[config.mk]
export PLATFORM = sky130hd
export DESIGN_NAME = ces_top
export DESIGN_NICKNAME = d
export VERILOG_FILES = /design/src/hdl/ces_pkg.sv /design/src/hdl/ces_mem_if.sv /design/src/hdl/ces_top.sv /design/src/hdl/ces_bus_port.sv
export SDC_FILE = /design/constraint.sdc
export NUM_CORES = 1
export LEC_CHECK = 0
export ABC_AREA = 1
export BUFFER_PORTS_ARGS = -buffer_cell sky130_fd_sc_hd__buf_2
export CAP_MARGIN = 10
export CORE_MARGIN = 3
export CORE_UTILIZATION = 25
export CTS_BUF_LIST = sky130_fd_sc_hd__clkbuf_4 sky130_fd_sc_hd__clkbuf_8 sky130_fd_sc_hd__clkbuf_16
export DETAILED_ROUTE_END_ITERATION = 12
export GPL_TIMING_DRIVEN = 0
export SYNTH_ARGS = -nofsm -noshare
export SYNTH_HDL_FRONTEND = slang
export SYNTH_HIERARCHICAL = 1
export SYNTH_SLANG_ARGS = --single-unit
[constraint.sdc]
create_clock -name CLK -period 5.5 [get_ports CLK]
set_input_delay 0 -clock CLK [delete_from_list [all_inputs] [get_ports CLK]]
set_output_delay 0 -clock CLK [all_outputs]
set_load 0.03 [all_outputs]
[src/hdl/ces_pkg.sv]
// Shared constants and types of the CPU exception sequencer.
package ces_pkg;

  // ----------------------------------------------------------------
  // Vector numbers
  // ----------------------------------------------------------------
  localparam logic [7:0] VEC_POR_PC = 8'h00;
  localparam logic [7:0] VEC_MAN_PC = 8'h02;
  localparam logic [7:0] VEC_ILLEGAL = 8'h04;
  localparam logic [7:0] VEC_RSVD_A = 8'h05;
  localparam logic [7:0] VEC_SLOT = 8'h06;
  localparam logic [7:0] VEC_RSVD_B = 8'h07;
  localparam logic [7:0] VEC_RSVD_C = 8'h08;
  localparam logic [7:0] VEC_CPU_AE = 8'h09;
  localparam logic [7:0] VEC_DMA_AE = 8'h0a;
  localparam logic [7:0] VEC_NMI = 8'h0b;
  localparam logic [7:0] VEC_UBREAK = 8'h0c;
  localparam logic [7:0] VEC_RSVD_LO = 8'h0d;
  localparam logic [7:0] VEC_RSVD_HI = 8'h1f;
  localparam logic [7:0] VEC_TRAP_BASE = 8'h20;
  localparam logic [7:0] VEC_EXT_BASE = 8'h40;
  localparam logic [7:0] VEC_ONCHIP_LO = 8'h48;

  // ----------------------------------------------------------------
  // Widths and values after reset
  // ----------------------------------------------------------------
  localparam int TRAP_SEL_W = 5;
  localparam logic [31:0] WORD_BYTES = 32'h0000_0004;
  localparam logic [31:0] TABLE_BASE_RST = 32'h0000_0000;
  localparam logic [3:0] MASK_ALL = 4'hf;

  // ----------------------------------------------------------------
  // Sequencer states
  // ----------------------------------------------------------------
  typedef enum logic [5:0] {
    ST_IDLE    = 6'h01,
    ST_RST_PC  = 6'h02,
    ST_RST_SP  = 6'h04,
    ST_PUSH_SR = 6'h08,
    ST_PUSH_PC = 6'h10,
    ST_FETCH   = 6'h20
  } ces_state_t;

endpackage : ces_pkg

[src/hdl/ces_mem_if.sv]
// Word request channel between the sequencer and its memory bus port.
`timescale 1ns/1ps
interface ces_mem_if;
  logic req;
  logic we;
  logic [31:0] addr;
  logic [31:0] wdata;
  logic taken;
  logic done;
  logic [31:0] rdata;

  modport seq (output req, we, addr, wdata, input taken, done, rdata);
  modport port (input req, we, addr, wdata, output taken, done, rdata);
endinterface : ces_mem_if

[src/hdl/ces_top.sv]
// Exception sequencer: source priority, reset fetch, stacking, vectoring.
`timescale 1ns/1ps
module ces_top (
  input wire logic CLK,
  input wire logic RESET,
  input wire logic CHIP_CLEAR_N,
  input wire logic NMI_LEVEL,
  input wire logic DECODE_VALID,
  input wire logic INSTR_DONE,
  input wire logic UNDEF_OP,
  input wire logic PC_WRITE_OP,
  input wire logic IN_DELAY_SLOT,
  input wire logic TRAP_EXEC,
  input wire logic [ces_pkg::TRAP_SEL_W-1:0] TRAP_SEL,
  input wire logic ADDR_ERR_CPU,
  input wire logic ADDR_ERR_DMA,
  input wire logic INT_REQ,
  input wire logic [7:0] INT_VECTOR,
  input wire logic [3:0] INT_LEVEL,
  input wire logic [31:0] STATUS_WORD_IN,
  input wire logic [31:0] RETURN_POINTER_IN,
  input wire logic [31:0] STACK_REG_IN,
  input wire logic [31:0] TABLE_BASE_POINTER_IN,
  output logic BUSY,
  output logic ACCEPT,
  output logic [7:0] ACCEPT_VECTOR,
  output logic INT_ACK,
  output logic POINTER_LOAD,
  output logic [31:0] POINTER_OUT,
  output logic STACK_LOAD,
  output logic [31:0] STACK_OUT,
  output logic MASK_LOAD,
  output logic [3:0] MASK_OUT,
  output logic TABLE_BASE_CLEAR,
  output logic MEM_REQ,
  output logic MEM_WE,
  output logic [31:0] MEM_ADDR,
  output logic [31:0] MEM_WDATA,
  input wire logic MEM_ACK,
  input wire logic [31:0] MEM_RDATA
);

  // ----------------------------------------------------------------
  // Helpers
  // ----------------------------------------------------------------
  // Table entry address: base plus vector number times word size.
  function automatic logic [31:0] vec_addr(input logic [31:0] base,
                                           input logic [7:0] vec);
    vec_addr = base + 32'(vec) * ces_pkg::WORD_BYTES;
  endfunction : vec_addr

  ces_mem_if m ();

  ces_bus_port u_port (
    .CLK(CLK),
    .RESET(RESET),
    .m(m.port),
    .mem_req(MEM_REQ),
    .mem_we(MEM_WE),
    .mem_addr(MEM_ADDR),
    .mem_wdata(MEM_WDATA),
    .mem_ack(MEM_ACK),
    .mem_rdata(MEM_RDATA)
  );

  ces_pkg::ces_state_t state_ff, nxt_state;
  logic go_ff, nxt_go;
  logic we_ff, nxt_we;
  logic [31:0] addr_ff, nxt_addr;
  logic [31:0] wdata_ff, nxt_wdata;
  logic pin_prev_ff, nxt_pin_prev;
  logic ae_cpu_ff, nxt_ae_cpu;
  logic ae_dma_ff, nxt_ae_dma;
  logic int_pend_ff, nxt_int_pend;
  logic [7:0] int_vec_ff, nxt_int_vec;
  logic [3:0] int_lvl_ff, nxt_int_lvl;
  logic armed_ff, nxt_armed;
  logic is_int_ff, nxt_is_int;
  logic [3:0] lvl_ff, nxt_lvl;
  logic [7:0] vec_ff, nxt_vec;
  logic [31:0] sp_ff, nxt_sp;
  logic [31:0] pc_save_ff, nxt_pc_save;
  logic [31:0] newpc_ff, nxt_newpc;
  logic busy_ff, nxt_busy;
  logic accept_ff, nxt_accept;
  logic int_ack_ff, nxt_int_ack;
  logic pc_load_ff, nxt_pc_load;
  logic [31:0] pc_out_ff, nxt_pc_out;
  logic sp_load_ff, nxt_sp_load;
  logic [31:0] sp_out_ff, nxt_sp_out;
  logic mask_load_ff, nxt_mask_load;
  logic [3:0] mask_out_ff, nxt_mask_out;
  logic base_clear_ff, nxt_base_clear;
  logic pin_rise;
  logic mem_done;
  logic ae_ready;
  logic int_ready;

  assign pin_rise = CHIP_CLEAR_N & ~pin_prev_ff;
  // A done seen while a request is still unclaimed is a stale
  // completion of a cycle started before a chip clear.
  assign mem_done = m.done & ~go_ff;
  assign ae_ready = armed_ff & INSTR_DONE & (ae_cpu_ff | ae_dma_ff);
  assign int_ready = armed_ff & INSTR_DONE & int_pend_ff;

  // ----------------------------------------------------------------
  // Sequencer
  // ----------------------------------------------------------------
  always_comb begin
    nxt_state = state_ff;
    nxt_go = go_ff & ~m.taken;
    nxt_we = we_ff;
    nxt_addr = addr_ff;
    nxt_wdata = wdata_ff;
    nxt_pin_prev = CHIP_CLEAR_N;
    nxt_ae_cpu = ae_cpu_ff;
    nxt_ae_dma = ae_dma_ff;
    nxt_int_pend = int_pend_ff;
    nxt_int_vec = int_vec_ff;
    nxt_int_lvl = int_lvl_ff;
    nxt_armed = armed_ff;
    nxt_is_int = is_int_ff;
    nxt_lvl = lvl_ff;
    nxt_vec = vec_ff;
    nxt_sp = sp_ff;
    nxt_pc_save = pc_save_ff;
    nxt_newpc = newpc_ff;
    nxt_accept = 1'b0;
    nxt_int_ack = 1'b0;
    nxt_pc_load = 1'b0;
    nxt_pc_out = pc_out_ff;
    nxt_sp_load = 1'b0;
    nxt_sp_out = sp_out_ff;
    nxt_mask_load = 1'b0;
    nxt_mask_out = mask_out_ff;
    nxt_base_clear = 1'b0;
    case (state_ff)
      ces_pkg::ST_IDLE: begin
        // Highest ready source wins, one at a time.
        if (pin_rise) begin
          nxt_state = ces_pkg::ST_RST_PC;
        end else if (ae_ready) begin
          // Fixed vectors for the two error sources.
          nxt_vec = ae_cpu_ff ? ces_pkg::VEC_CPU_AE : ces_pkg::VEC_DMA_AE;
          nxt_is_int = 1'b0;
          nxt_state = ces_pkg::ST_PUSH_SR;
          if (ae_cpu_ff) begin
            nxt_ae_cpu = 1'b0;
          end else begin
            nxt_ae_dma = 1'b0;
          end
        end else if (int_ready) begin
          // Interrupt vectors come from the controller.
          nxt_vec = int_vec_ff;
          nxt_lvl = int_lvl_ff;
          nxt_is_int = 1'b1;
          nxt_int_pend = 1'b0;
          nxt_int_ack = 1'b1;
          nxt_state = ces_pkg::ST_PUSH_SR;
        end else if (!armed_ff && TRAP_EXEC) begin
          // Trap vector chosen by the trap operand.
          // Traps sit at vectors from 32 upward.
          nxt_vec = ces_pkg::VEC_TRAP_BASE | 8'(TRAP_SEL);
          nxt_is_int = 1'b0;
          nxt_state = ces_pkg::ST_PUSH_SR;
        end else if (!armed_ff && DECODE_VALID && IN_DELAY_SLOT &&
                     (UNDEF_OP || PC_WRITE_OP)) begin
          // Slot faults take the slot vector.
          nxt_vec = ces_pkg::VEC_SLOT;
          nxt_is_int = 1'b0;
          nxt_state = ces_pkg::ST_PUSH_SR;
        end else if (!armed_ff && DECODE_VALID && UNDEF_OP) begin
          nxt_vec = ces_pkg::VEC_ILLEGAL;
          nxt_is_int = 1'b0;
          nxt_state = ces_pkg::ST_PUSH_SR;
        end
        if (nxt_state == ces_pkg::ST_PUSH_SR) begin
          nxt_accept = 1'b1;
          nxt_armed = 1'b0;
          nxt_sp = STACK_REG_IN - ces_pkg::WORD_BYTES;
          nxt_addr = STACK_REG_IN - ces_pkg::WORD_BYTES;
          nxt_wdata = STATUS_WORD_IN;
          nxt_pc_save = RETURN_POINTER_IN;
          nxt_we = 1'b1;
          nxt_go = 1'b1;
        end
      end
      ces_pkg::ST_RST_PC: begin
        if (mem_done) begin
          // Entries are start pointer, then stack top.
          nxt_newpc = m.rdata;
          nxt_addr = addr_ff + ces_pkg::WORD_BYTES;
          nxt_go = 1'b1;
          nxt_state = ces_pkg::ST_RST_SP;
        end
      end
      ces_pkg::ST_RST_SP: begin
        if (mem_done) begin
          // Clear base, set mask, start at fetched pointer.
          nxt_pc_load = 1'b1;
          nxt_pc_out = newpc_ff;
          nxt_sp_load = 1'b1;
          nxt_sp_out = m.rdata;
          nxt_base_clear = 1'b1;
          nxt_mask_load = 1'b1;
          nxt_mask_out = ces_pkg::MASK_ALL;
          nxt_state = ces_pkg::ST_IDLE;
        end
      end
      ces_pkg::ST_PUSH_SR: begin
        if (mem_done) begin
          // Second word pushed is the return pointer.
          nxt_sp = sp_ff - ces_pkg::WORD_BYTES;
          nxt_addr = sp_ff - ces_pkg::WORD_BYTES;
          nxt_wdata = pc_save_ff;
          nxt_go = 1'b1;
          nxt_state = ces_pkg::ST_PUSH_PC;
        end
      end
      ces_pkg::ST_PUSH_PC: begin
        if (mem_done) begin
          // Non-reset entries are offset by the table base.
          nxt_addr = vec_addr(TABLE_BASE_POINTER_IN, vec_ff);
          nxt_we = 1'b0;
          nxt_go = 1'b1;
          nxt_state = ces_pkg::ST_FETCH;
        end
      end
      ces_pkg::ST_FETCH: begin
        if (mem_done) begin
          // Jump to the fetched handler address.
          nxt_pc_load = 1'b1;
          nxt_pc_out = m.rdata;
          nxt_sp_load = 1'b1;
          nxt_sp_out = sp_ff;
          // Interrupts load their own level into the mask; others keep it.
          // Other exceptions leave the mask alone.
          nxt_mask_load = is_int_ff;
          nxt_mask_out = is_int_ff ? lvl_ff : mask_out_ff;
          nxt_state = ces_pkg::ST_IDLE;
        end
      end
      default: begin
        nxt_state = ces_pkg::ST_IDLE;
      end
    endcase
    // Address errors latch in any cycle but a clear wins over them; interrupts latch at decode when none is pending.
    if (ADDR_ERR_CPU) begin
      nxt_ae_cpu = 1'b1;
    end
    if (ADDR_ERR_DMA) begin
      nxt_ae_dma = 1'b1;
    end
    if (DECODE_VALID && INT_REQ && !int_pend_ff && !nxt_int_ack) begin
      nxt_int_pend = 1'b1;
      nxt_int_vec = INT_VECTOR;
      nxt_int_lvl = INT_LEVEL;
    end
    // An arm needs a source that is still pending after this cycle.
    if (DECODE_VALID && ((ae_cpu_ff && nxt_ae_cpu) ||
        (ae_dma_ff && nxt_ae_dma) || (int_pend_ff && nxt_int_pend))) begin
      nxt_armed = 1'b1;
    end
    if (!CHIP_CLEAR_N || pin_rise) begin
      nxt_ae_cpu = 1'b0;
      nxt_ae_dma = 1'b0;
      nxt_int_pend = 1'b0;
      nxt_armed = 1'b0;
      nxt_go = 1'b0;
      nxt_state = ces_pkg::ST_IDLE;
      nxt_accept = 1'b0;
      nxt_int_ack = 1'b0;
      nxt_pc_load = 1'b0;
      nxt_sp_load = 1'b0;
      nxt_mask_load = 1'b0;
      nxt_base_clear = 1'b0;
    end
    if (pin_rise) begin
      // Request pin high selects the power-on entries.
      // Request pin low selects the manual entries.
      nxt_vec = NMI_LEVEL ? ces_pkg::VEC_POR_PC : ces_pkg::VEC_MAN_PC;
      // Reset entries are absolute, from address zero.
      // Manual entries follow at bytes eight and twelve.
      nxt_addr = vec_addr(ces_pkg::TABLE_BASE_RST, nxt_vec);
      nxt_we = 1'b0;
      nxt_go = 1'b1;
      nxt_accept = 1'b1;
      nxt_state = ces_pkg::ST_RST_PC;
    end
    nxt_busy = (nxt_state != ces_pkg::ST_IDLE) | ~CHIP_CLEAR_N;
  end

  always_ff @(posedge CLK) begin
    if (RESET) begin
      state_ff <= ces_pkg::ST_IDLE;
      go_ff <= 1'b0;
      we_ff <= 1'b0;
      addr_ff <= 32'h0000_0000;
      wdata_ff <= 32'h0000_0000;
      pin_prev_ff <= 1'b1;
      ae_cpu_ff <= 1'b0;
      ae_dma_ff <= 1'b0;
      int_pend_ff <= 1'b0;
      int_vec_ff <= 8'h00;
      int_lvl_ff <= 4'h0;
      armed_ff <= 1'b0;
      is_int_ff <= 1'b0;
      lvl_ff <= 4'h0;
      vec_ff <= 8'h00;
      sp_ff <= 32'h0000_0000;
      pc_save_ff <= 32'h0000_0000;
      newpc_ff <= 32'h0000_0000;
      busy_ff <= 1'b0;
      accept_ff <= 1'b0;
      int_ack_ff <= 1'b0;
      pc_load_ff <= 1'b0;
      pc_out_ff <= 32'h0000_0000;
      sp_load_ff <= 1'b0;
      sp_out_ff <= 32'h0000_0000;
      mask_load_ff <= 1'b0;
      mask_out_ff <= ces_pkg::MASK_ALL;
      base_clear_ff <= 1'b0;
    end else begin
      state_ff <= nxt_state;
      go_ff <= nxt_go;
      we_ff <= nxt_we;
      addr_ff <= nxt_addr;
      wdata_ff <= nxt_wdata;
      pin_prev_ff <= nxt_pin_prev;
      ae_cpu_ff <= nxt_ae_cpu;
      ae_dma_ff <= nxt_ae_dma;
      int_pend_ff <= nxt_int_pend;
      int_vec_ff <= nxt_int_vec;
      int_lvl_ff <= nxt_int_lvl;
      armed_ff <= nxt_armed;
      is_int_ff <= nxt_is_int;
      lvl_ff <= nxt_lvl;
      vec_ff <= nxt_vec;
      sp_ff <= nxt_sp;
      pc_save_ff <= nxt_pc_save;
      newpc_ff <= nxt_newpc;
      busy_ff <= nxt_busy;
      accept_ff <= nxt_accept;
      int_ack_ff <= nxt_int_ack;
      pc_load_ff <= nxt_pc_load;
      pc_out_ff <= nxt_pc_out;
      sp_load_ff <= nxt_sp_load;
      sp_out_ff <= nxt_sp_out;
      mask_load_ff <= nxt_mask_load;
      mask_out_ff <= nxt_mask_out;
      base_clear_ff <= nxt_base_clear;
    end
  end

  assign m.req = go_ff;
  assign m.we = we_ff;
  assign m.addr = addr_ff;
  assign m.wdata = wdata_ff;
  assign BUSY = busy_ff;
  assign ACCEPT = accept_ff;
  assign ACCEPT_VECTOR = vec_ff;
  assign INT_ACK = int_ack_ff;
  assign POINTER_LOAD = pc_load_ff;
  assign POINTER_OUT = pc_out_ff;
  assign STACK_LOAD = sp_load_ff;
  assign STACK_OUT = sp_out_ff;
  assign MASK_LOAD = mask_load_ff;
  assign MASK_OUT = mask_out_ff;
  assign TABLE_BASE_CLEAR = base_clear_ff;
endmodule : ces_top

[src/hdl/ces_bus_port.sv]
// Memory bus port that runs one word access at a time for the sequencer.
`timescale 1ns/1ps
module ces_bus_port (
  input wire logic CLK,
  input wire logic RESET,
  ces_mem_if.port m,
  output logic mem_req,
  output logic mem_we,
  output logic [31:0] mem_addr,
  output logic [31:0] mem_wdata,
  input wire logic mem_ack,
  input wire logic [31:0] mem_rdata
);

  logic req_ff, nxt_req;
  logic we_ff, nxt_we;
  logic [31:0] addr_ff, nxt_addr;
  logic [31:0] wdata_ff, nxt_wdata;
  logic taken_ff, nxt_taken;
  logic done_ff, nxt_done;
  logic [31:0] rdata_ff, nxt_rdata;

  // ----------------------------------------------------------------
  // Access control
  // ----------------------------------------------------------------
  // A started cycle always runs to its acknowledge, even across a
  // chip clear, so a bus cycle is never cut short.
  always_comb begin
    nxt_req = req_ff;
    nxt_we = we_ff;
    nxt_addr = addr_ff;
    nxt_wdata = wdata_ff;
    nxt_taken = 1'b0;
    nxt_done = 1'b0;
    nxt_rdata = rdata_ff;
    if (!req_ff && m.req) begin
      nxt_req = 1'b1;
      nxt_we = m.we;
      nxt_addr = m.addr;
      nxt_wdata = m.wdata;
      nxt_taken = 1'b1;
    end else if (req_ff && mem_ack) begin
      nxt_req = 1'b0;
      nxt_done = 1'b1;
      nxt_rdata = mem_rdata;
    end
  end

  always_ff @(posedge CLK) begin
    if (RESET) begin
      req_ff <= 1'b0;
      we_ff <= 1'b0;
      addr_ff <= 32'h0000_0000;
      wdata_ff <= 32'h0000_0000;
      taken_ff <= 1'b0;
      done_ff <= 1'b0;
      rdata_ff <= 32'h0000_0000;
    end else begin
      req_ff <= nxt_req;
      we_ff <= nxt_we;
      addr_ff <= nxt_addr;
      wdata_ff <= nxt_wdata;
      taken_ff <= nxt_taken;
      done_ff <= nxt_done;
      rdata_ff <= nxt_rdata;
    end
  end

  assign m.taken = taken_ff;
  assign m.done = done_ff;
  assign m.rdata = rdata_ff;
  assign mem_req = req_ff;
  assign mem_we = we_ff;
  assign mem_addr = addr_ff;
  assign mem_wdata = wdata_ff;

endmodule : ces_bus_port

; ---- Word-level counts from Yosys, hierarchy flattened
; Cells that the tools add are included.
[classes]
n_addsub = 4
eq_ne = 19
muxes = 87
n_bitwise = 17
n_reduce_logical = 54
[ops]
columns = op, n
row1 = 32-bit 2-to-1 mux, 9
row2 = 32-bit case mux with 2 select lines, 4
row3 = 32-bit case mux with 4 select lines, 1
row4 = 6-bit 2-to-1 mux, 13
row5 = 32-bit by 3-bit subtractor with 32-bit output (second input constant), 2
row6 = 8-bit 2-to-1 mux, 7
row7 = 1-bit 2-to-1 mux, 42
row8 = 32-bit by 10-bit adder with 32-bit output, 1
row9 = 32-bit by 3-bit adder with 32-bit output (second input constant), 1
row10 = 6-bit case mux with 5 select lines, 1
row11 = 1-bit logical AND, 14
row12 = 2-bit != test (second input constant), 7
row13 = 2-bit nonzero test, 7
row14 = 6-bit by 4-bit equality test with 1-bit output (second input constant), 2
row15 = 4-bit 2-to-1 mux, 3
row16 = 3-bit != test (second input constant), 4
row17 = 3-bit AND reduction, 4
row18 = 10-bit 2-to-1 mux, 1
row19 = 2-bit AND reduction, 5
row20 = 5-bit AND reduction, 2
row21 = 5-bit nonzero test, 2
row22 = 1-bit inverter, 9
row23 = 3-bit OR reduction, 3
row24 = 4-bit case mux with 2 select lines, 1
row25 = other kinds (16), 36
[word_totals]
register_bits = 372
in_bits = 191

; ---- Depth between registers and ports, before layout
[depth]
depth_word = 15
ltp_mapped = 16

; ---- Modules after synthesis
; Netlist, hierarchy kept.
[by_module_without_submodules]
columns = mod, instances, cells_each, area_each_um2
row1 = ces_top, 1, 2536, 15645.0
row2 = ces_bus_port, 1, 444, 3701.0

; ---- Worst setup path after synthesis
; OpenSTA, ideal clock, no wires.
[synth_timing]
kind = register -> register
startpoint = reg vec_ff[0] (netlist: ACCEPT_VECTOR[0])
endpoint = reg addr_ff[24]
setup_time_ps = 73
t_arrival_ps = 2123
required_ps = 5427
path_slack_ps = 3304
path_stages_with_launch = 17
n_path_buf = 0
cell_sequence = dfxtp_1 > ha_1 > inv_1 > fa_1 > inv_1 > nand2_1 > nand2_1 > nand3_1 > nand2_1 > nand2_1 > nor2_1 > nand2_1 > nand2_1 > nand3_1 > nand2_1 > nand2_1 > a21oi_1
[synth_between]
elab_chain_cells = 3
[synth_lines]
columns = item, line_no
row1 = from (decl), ces_top.sv:80  ; logic [7:0] vec_ff, nxt_vec;
row2 = from (signal assigned), ces_top.sv:338  ; vec_ff <= nxt_vec;
row3 = 32-bit by 10-bit adder with 32-bit output, ces_top.sv:49  ; vec_addr = base + 32'(vec) * ces_pkg::WORD_BYTES;
row4 = 32-bit 2-to-1 mux, ces_top.sv:221  ; if (mem_done) begin
row5 = 32-bit case mux with 4 select lines, ces_top.sv:137  ; case (state_ff)
row6 = to (signal assigned), ces_top.sv:327  ; addr_ff <= nxt_addr;
row7 = to (decl), ces_top.sv:69  ; logic [31:0] addr_ff, nxt_addr;
; Every way passes these cells. The select of a mux whose other input is x is not followed.
; A chain may end at the register's enable or synchronous reset.

; ---- Worst setup path after layout
[layout_timing]
startpoint = reg state_ff[0]
endpoint = reg addr_ff[17]
[layout_between]
elab_chain_cells = 10
elab_cells_between_ends = 19
[layout_lines]
columns = item, line_no
row1 = from (decl), ces_top.sv:66  ; ces_pkg::ces_state_t state_ff, nxt_state;
row2 = from (signal assigned), ces_top.sv:295  ; state_ff <= ces_pkg::ST_IDLE;
row3 = from (signal assigned), ces_top.sv:324  ; state_ff <= nxt_state;
row4 = 6-bit 2-to-1 mux, ces_top.sv:172  ; end else if (!armed_ff && DECODE_VALID && UNDEF_OP) begin
row5 = 6-bit 2-to-1 mux, ces_top.sv:166  ; end else if (!armed_ff && DECODE_VALID && IN_DELAY_SLOT &&
row6 = 6-bit 2-to-1 mux, ces_top.sv:160  ; end else if (!armed_ff && TRAP_EXEC) begin
row7 = 6-bit 2-to-1 mux, ces_top.sv:152  ; end else if (int_ready) begin
row8 = 6-bit 2-to-1 mux, ces_top.sv:142  ; end else if (ae_ready) begin
row9 = 6-bit 2-to-1 mux, ces_top.sv:140  ; if (pin_rise) begin
row10 = 6-bit 2-to-1 mux, ces_top.sv:137
row11 = 6-bit by 4-bit equality test with 1-bit output, ces_top.sv:177  ; if (nxt_state == ces_pkg::ST_PUSH_SR) begin
row12 = 2-bit != test (no line), n/a
row13 = 5-bit AND reduction (no line), n/a
; Several ways; a longest one is shown, not always the timed one. The select of a mux whose other input is x is not followed.

==> flow_summary.ini <==
[drt]
drtIter0Drc = 1820
totalWireLength_um = 86000
vias = 22000
drc = 0
wl_per_cell_um = 18.7
vias_per_cell = 4.80
dr.pass1.iters = 6
final_antenna_net_count = 0

[finish]
utilization_pct = 33.3
layout-drive-gt1-share_pct = 15.6
areaGrowthSynthToFinish_pct = 31.5
diodes = 0
final_nets = 3731

[clocking]
clock_path_buffers = 3
clk_latency_ns = 0.57
clk_pin_slew_ns = 0.06
cts-root-buf = clkbuf_16
cts_setup_buffers = 0
numCtsBuffers = 44
htree_num_levels = 2
cts_tree = done
numClockSinks = 372
cts-resized-gates = 0

[pwr]
pwr-share-clk_pct = 40.7
vdd_drop_max_uv = 173
power.switching_mw = 2.27
sw_frac_of_total_pct = 30.6
power.density_mw_per_mm2 = 291
p_int_mw = 5.15
p_total_mw = 7.42
combPwrFrac_pct = 17.9
total_leakage_power_nw = 11.5
power_frac_seq_pct = 41.4

[logic_synthesis]
synth.net_count = 3183
yosys_most_used_dff = dfxtp_1
yosys_warnings = 6
yosysUniqueCellTypes = 44
syn_inst = 2980
async_flop_share_pct = 0
synth_top_family_by_area = simple AND/OR/NAND/NOR gates
ys_ff_latch = 372
syn_avg_cell_area_um2 = 6.49
ys_top_cells_by_area = dfxtp_1, nand2_1, nor2_1
yosys.area_share.simple_pct = 40.1
synth_area_leader_cell = dfxtp_1
synth-xor-area-share_pct = 1.31
ys_seq_area_share_pct = 38.5
synth-edff-count = 0
muxShareOfSynthArea_pct = 0
synth_top_area_share_pct = 38.5
synth_area_mm2 = 0.0193
synth_compound_area_share_pct = 11.7
synthAdderAreaFrac_pct = 0.815

[global_routing]
overflow = 0
grt_pass1_vias = 20600
grt_usage_pct = 20.4
grt_start_max_net_pins = 14
grt_pass1_wl_um = 127000
antenna_found_initial = 4

[placed_design]
gp_congestion = 0.991
dp_worst_setup_slack_ns = 2.82
port_buffers = 339
dp_hpwl_um = 68400

[timing]
clock.fmax_mhz = 313
tns_ns = 0
finalCritPeriodShare_pct = 58.1
worstMarginPinSlew_ns = 0.922
rsz0062_at_grt = false
worst_slack_ns = 2.30
clock_skew_ns = 0.0221
maxSlewHeadroom_pct = 38.5
slew_viol_final = 0
hold_violations = 0
setup-violations-final = 0
fin_crit_ns = 3.20

[floorplan]
dieArea_mm2 = 0.0808
die_width_um = 284
core-area_mm2 = 0.0763
rows = 101
ios = 340
start_util_pct = 25.3
die_height_um = 284

[setup_path]
startpoint_type = flip-flop
critPathLaunch = state_ff[0]$_SDFF_PP1_
crit_fanout = 10
reg2reg_from = state_ff[0]$_SDFF_PP1_
endpoint_kind = flip-flop
path_class = flip-flop to flip-flop
required_ns = 6.02
crit_arrival_ns = 3.71

[run]
drv_cap = 0

[min_path]
min_from = STACK_REG_IN[26]
min_path_type = input port to flip-flop

[outcome]
status = finished, final reports clean
## routing by layer
layer | vias to the layer above | track usage (%) | part of all wire (%)
met2 | 794 | 33.9 | 46
met4 | 6 | 7.50 | 3.9
li1 | 10900 | - | -
met3 | 174 | 3.44 | 7.0
met5 | - | 0 | 0.040
met1 | 10200 | 26.6 | 43
## through the flow
step | area (um2) | cells | hold WS (ns)
floorplan | 19300 | 2980 | 0.0724
global placement | 22300 | 4349 | 0.194
detailed placement | 22300 | 4349 | 0.194
CTS | 25400 | 4589 | 0.00149
global route | 25400 | 4589 | 0.0752
finish | 25400 | 4589 | 0.0404
## placed cells by master (no fill, tap or decap), types with 4 or more instances in the layout
cell type,instances
o21bai_1,5
a21oi_1,122
clkbuf_4,6
nand2_1,887
nand3_1,236
a31oi_1,70
nand2_2,6
a211oi_1,4
xnor2_1,15
buf_2,407
buf_1,8
dlygate4sd3_1,163
nor2_4,5
inv_2,8
or2_2,11
buf_6,9
buf_4,18
nor3_1,41
inv_1,150
nand4_1,92
nor2_1,462
clkbuf_1,68
o21ai_0,208
ha_1,11
nand3b_1,55
xor2_1,14
clkbuf_16,45
nor2_2,6
dfxtp_1,372
clkinv_2,8
clkbuf_8,10
## critical path: stages (launching register included)
cell	delay (ns)
dfxtp_1	0.36
nor2_4	0.20
nand3_1	0.11
nor2_2	0.52
clkbuf_1	0.56
nand3_1	0.35
nand2_1	0.21
a31oi_1	0.09
a21oi_1	0.17
dlygate4sd3_1	0.56
## flip-flops by register name, indices dropped and copies added, names as in the netlist, 32 cells and up
| signal | cells |
|---|---|
| POINTER_OUT | 32 |
| pc_save_ff | 32 |
| m.wdata | 32 |
| u_port/mem_wdata | 32 |
| sp_ff | 32 |
| newpc_ff | 32 |
| STACK_OUT | 32 |
| addr_ff | 32 |
| u_port/mem_addr | 32 |
| u_port/m.rdata | 32 |
## timing repair
action                                  CTS  global route
endpoints found under the setup margin    0             0
hold buffers                            163             0
endpoints found under the hold margin   152             0
## synth_stat cells (all sizes together), types with 2 or more instances
library cell	number
nand3b	55
a31oi	70
xor2	14
clkinv	2
nor2	473
o21ai	210
o21bai	5
and2	3
xnor2	15
o2111ai	2
ha	11
a21oi	122
a21o	2
nand4	95
nand2	896
clkbuf	68
a211oi	4
or2	12
nand3	237
inv	158
o211ai	3
nor3	41
dfxtp	372
buf	103
## power groups by stage
stage               combinational (mW)  clock [mW]  sequential, mW
floorplan                        0.766           0            3.08
global route                      1.47        3.17            3.09
global placement                  1.21           0            3.12
detailed placement                1.21           0            3.12
finish                            1.33        3.02            3.07
CTS                               1.31        3.07            3.06
## final timing paths
| path | endpoint | cells past startpoint | slack (ns) |
|---|---|---|---|
| setup / recovery | addr_ff[17]$_SDFFE_PP0P_ | 9 | 2.30 |
| hold / removal | addr_ff[26]$_SDFFE_PP0P_ | 6 | 0.04 |
| setup reg to reg | addr_ff[17]$_SDFFE_PP0P_ | 9 | 2.30 |
| hold reg to reg | int_vec_ff[2]$_SDFFE_PP0P_ | 2 | 0.46 |
## cell families (layout without fill, tap and decap cells)
logic type / after synthesis / in the layout
and+or+nand+nor: 1813 / 1813
AOI/OAI and AO/OA: 423 / 423
DFF: 372 / 372
buffers and inverters: 331 / 910
xor gates and xnor gates: 29 / 29
adders and majority gates: 12 / 12
## area by class of cell
class | instances | area (um2)
repair buffers | 502 | 3330
well taps | 1030 | 1290
inverters | 160 | 601
multi-input cells | 2277 | 10400
clock buffers | 61 | 1310
plain buffers | 171 | 862
flip-flops and latches | 372 | 7450
clock inverters | 16 | 174
fillers | 8418 | 50900
Note: power is estimated with default switching activity, not from simulation.
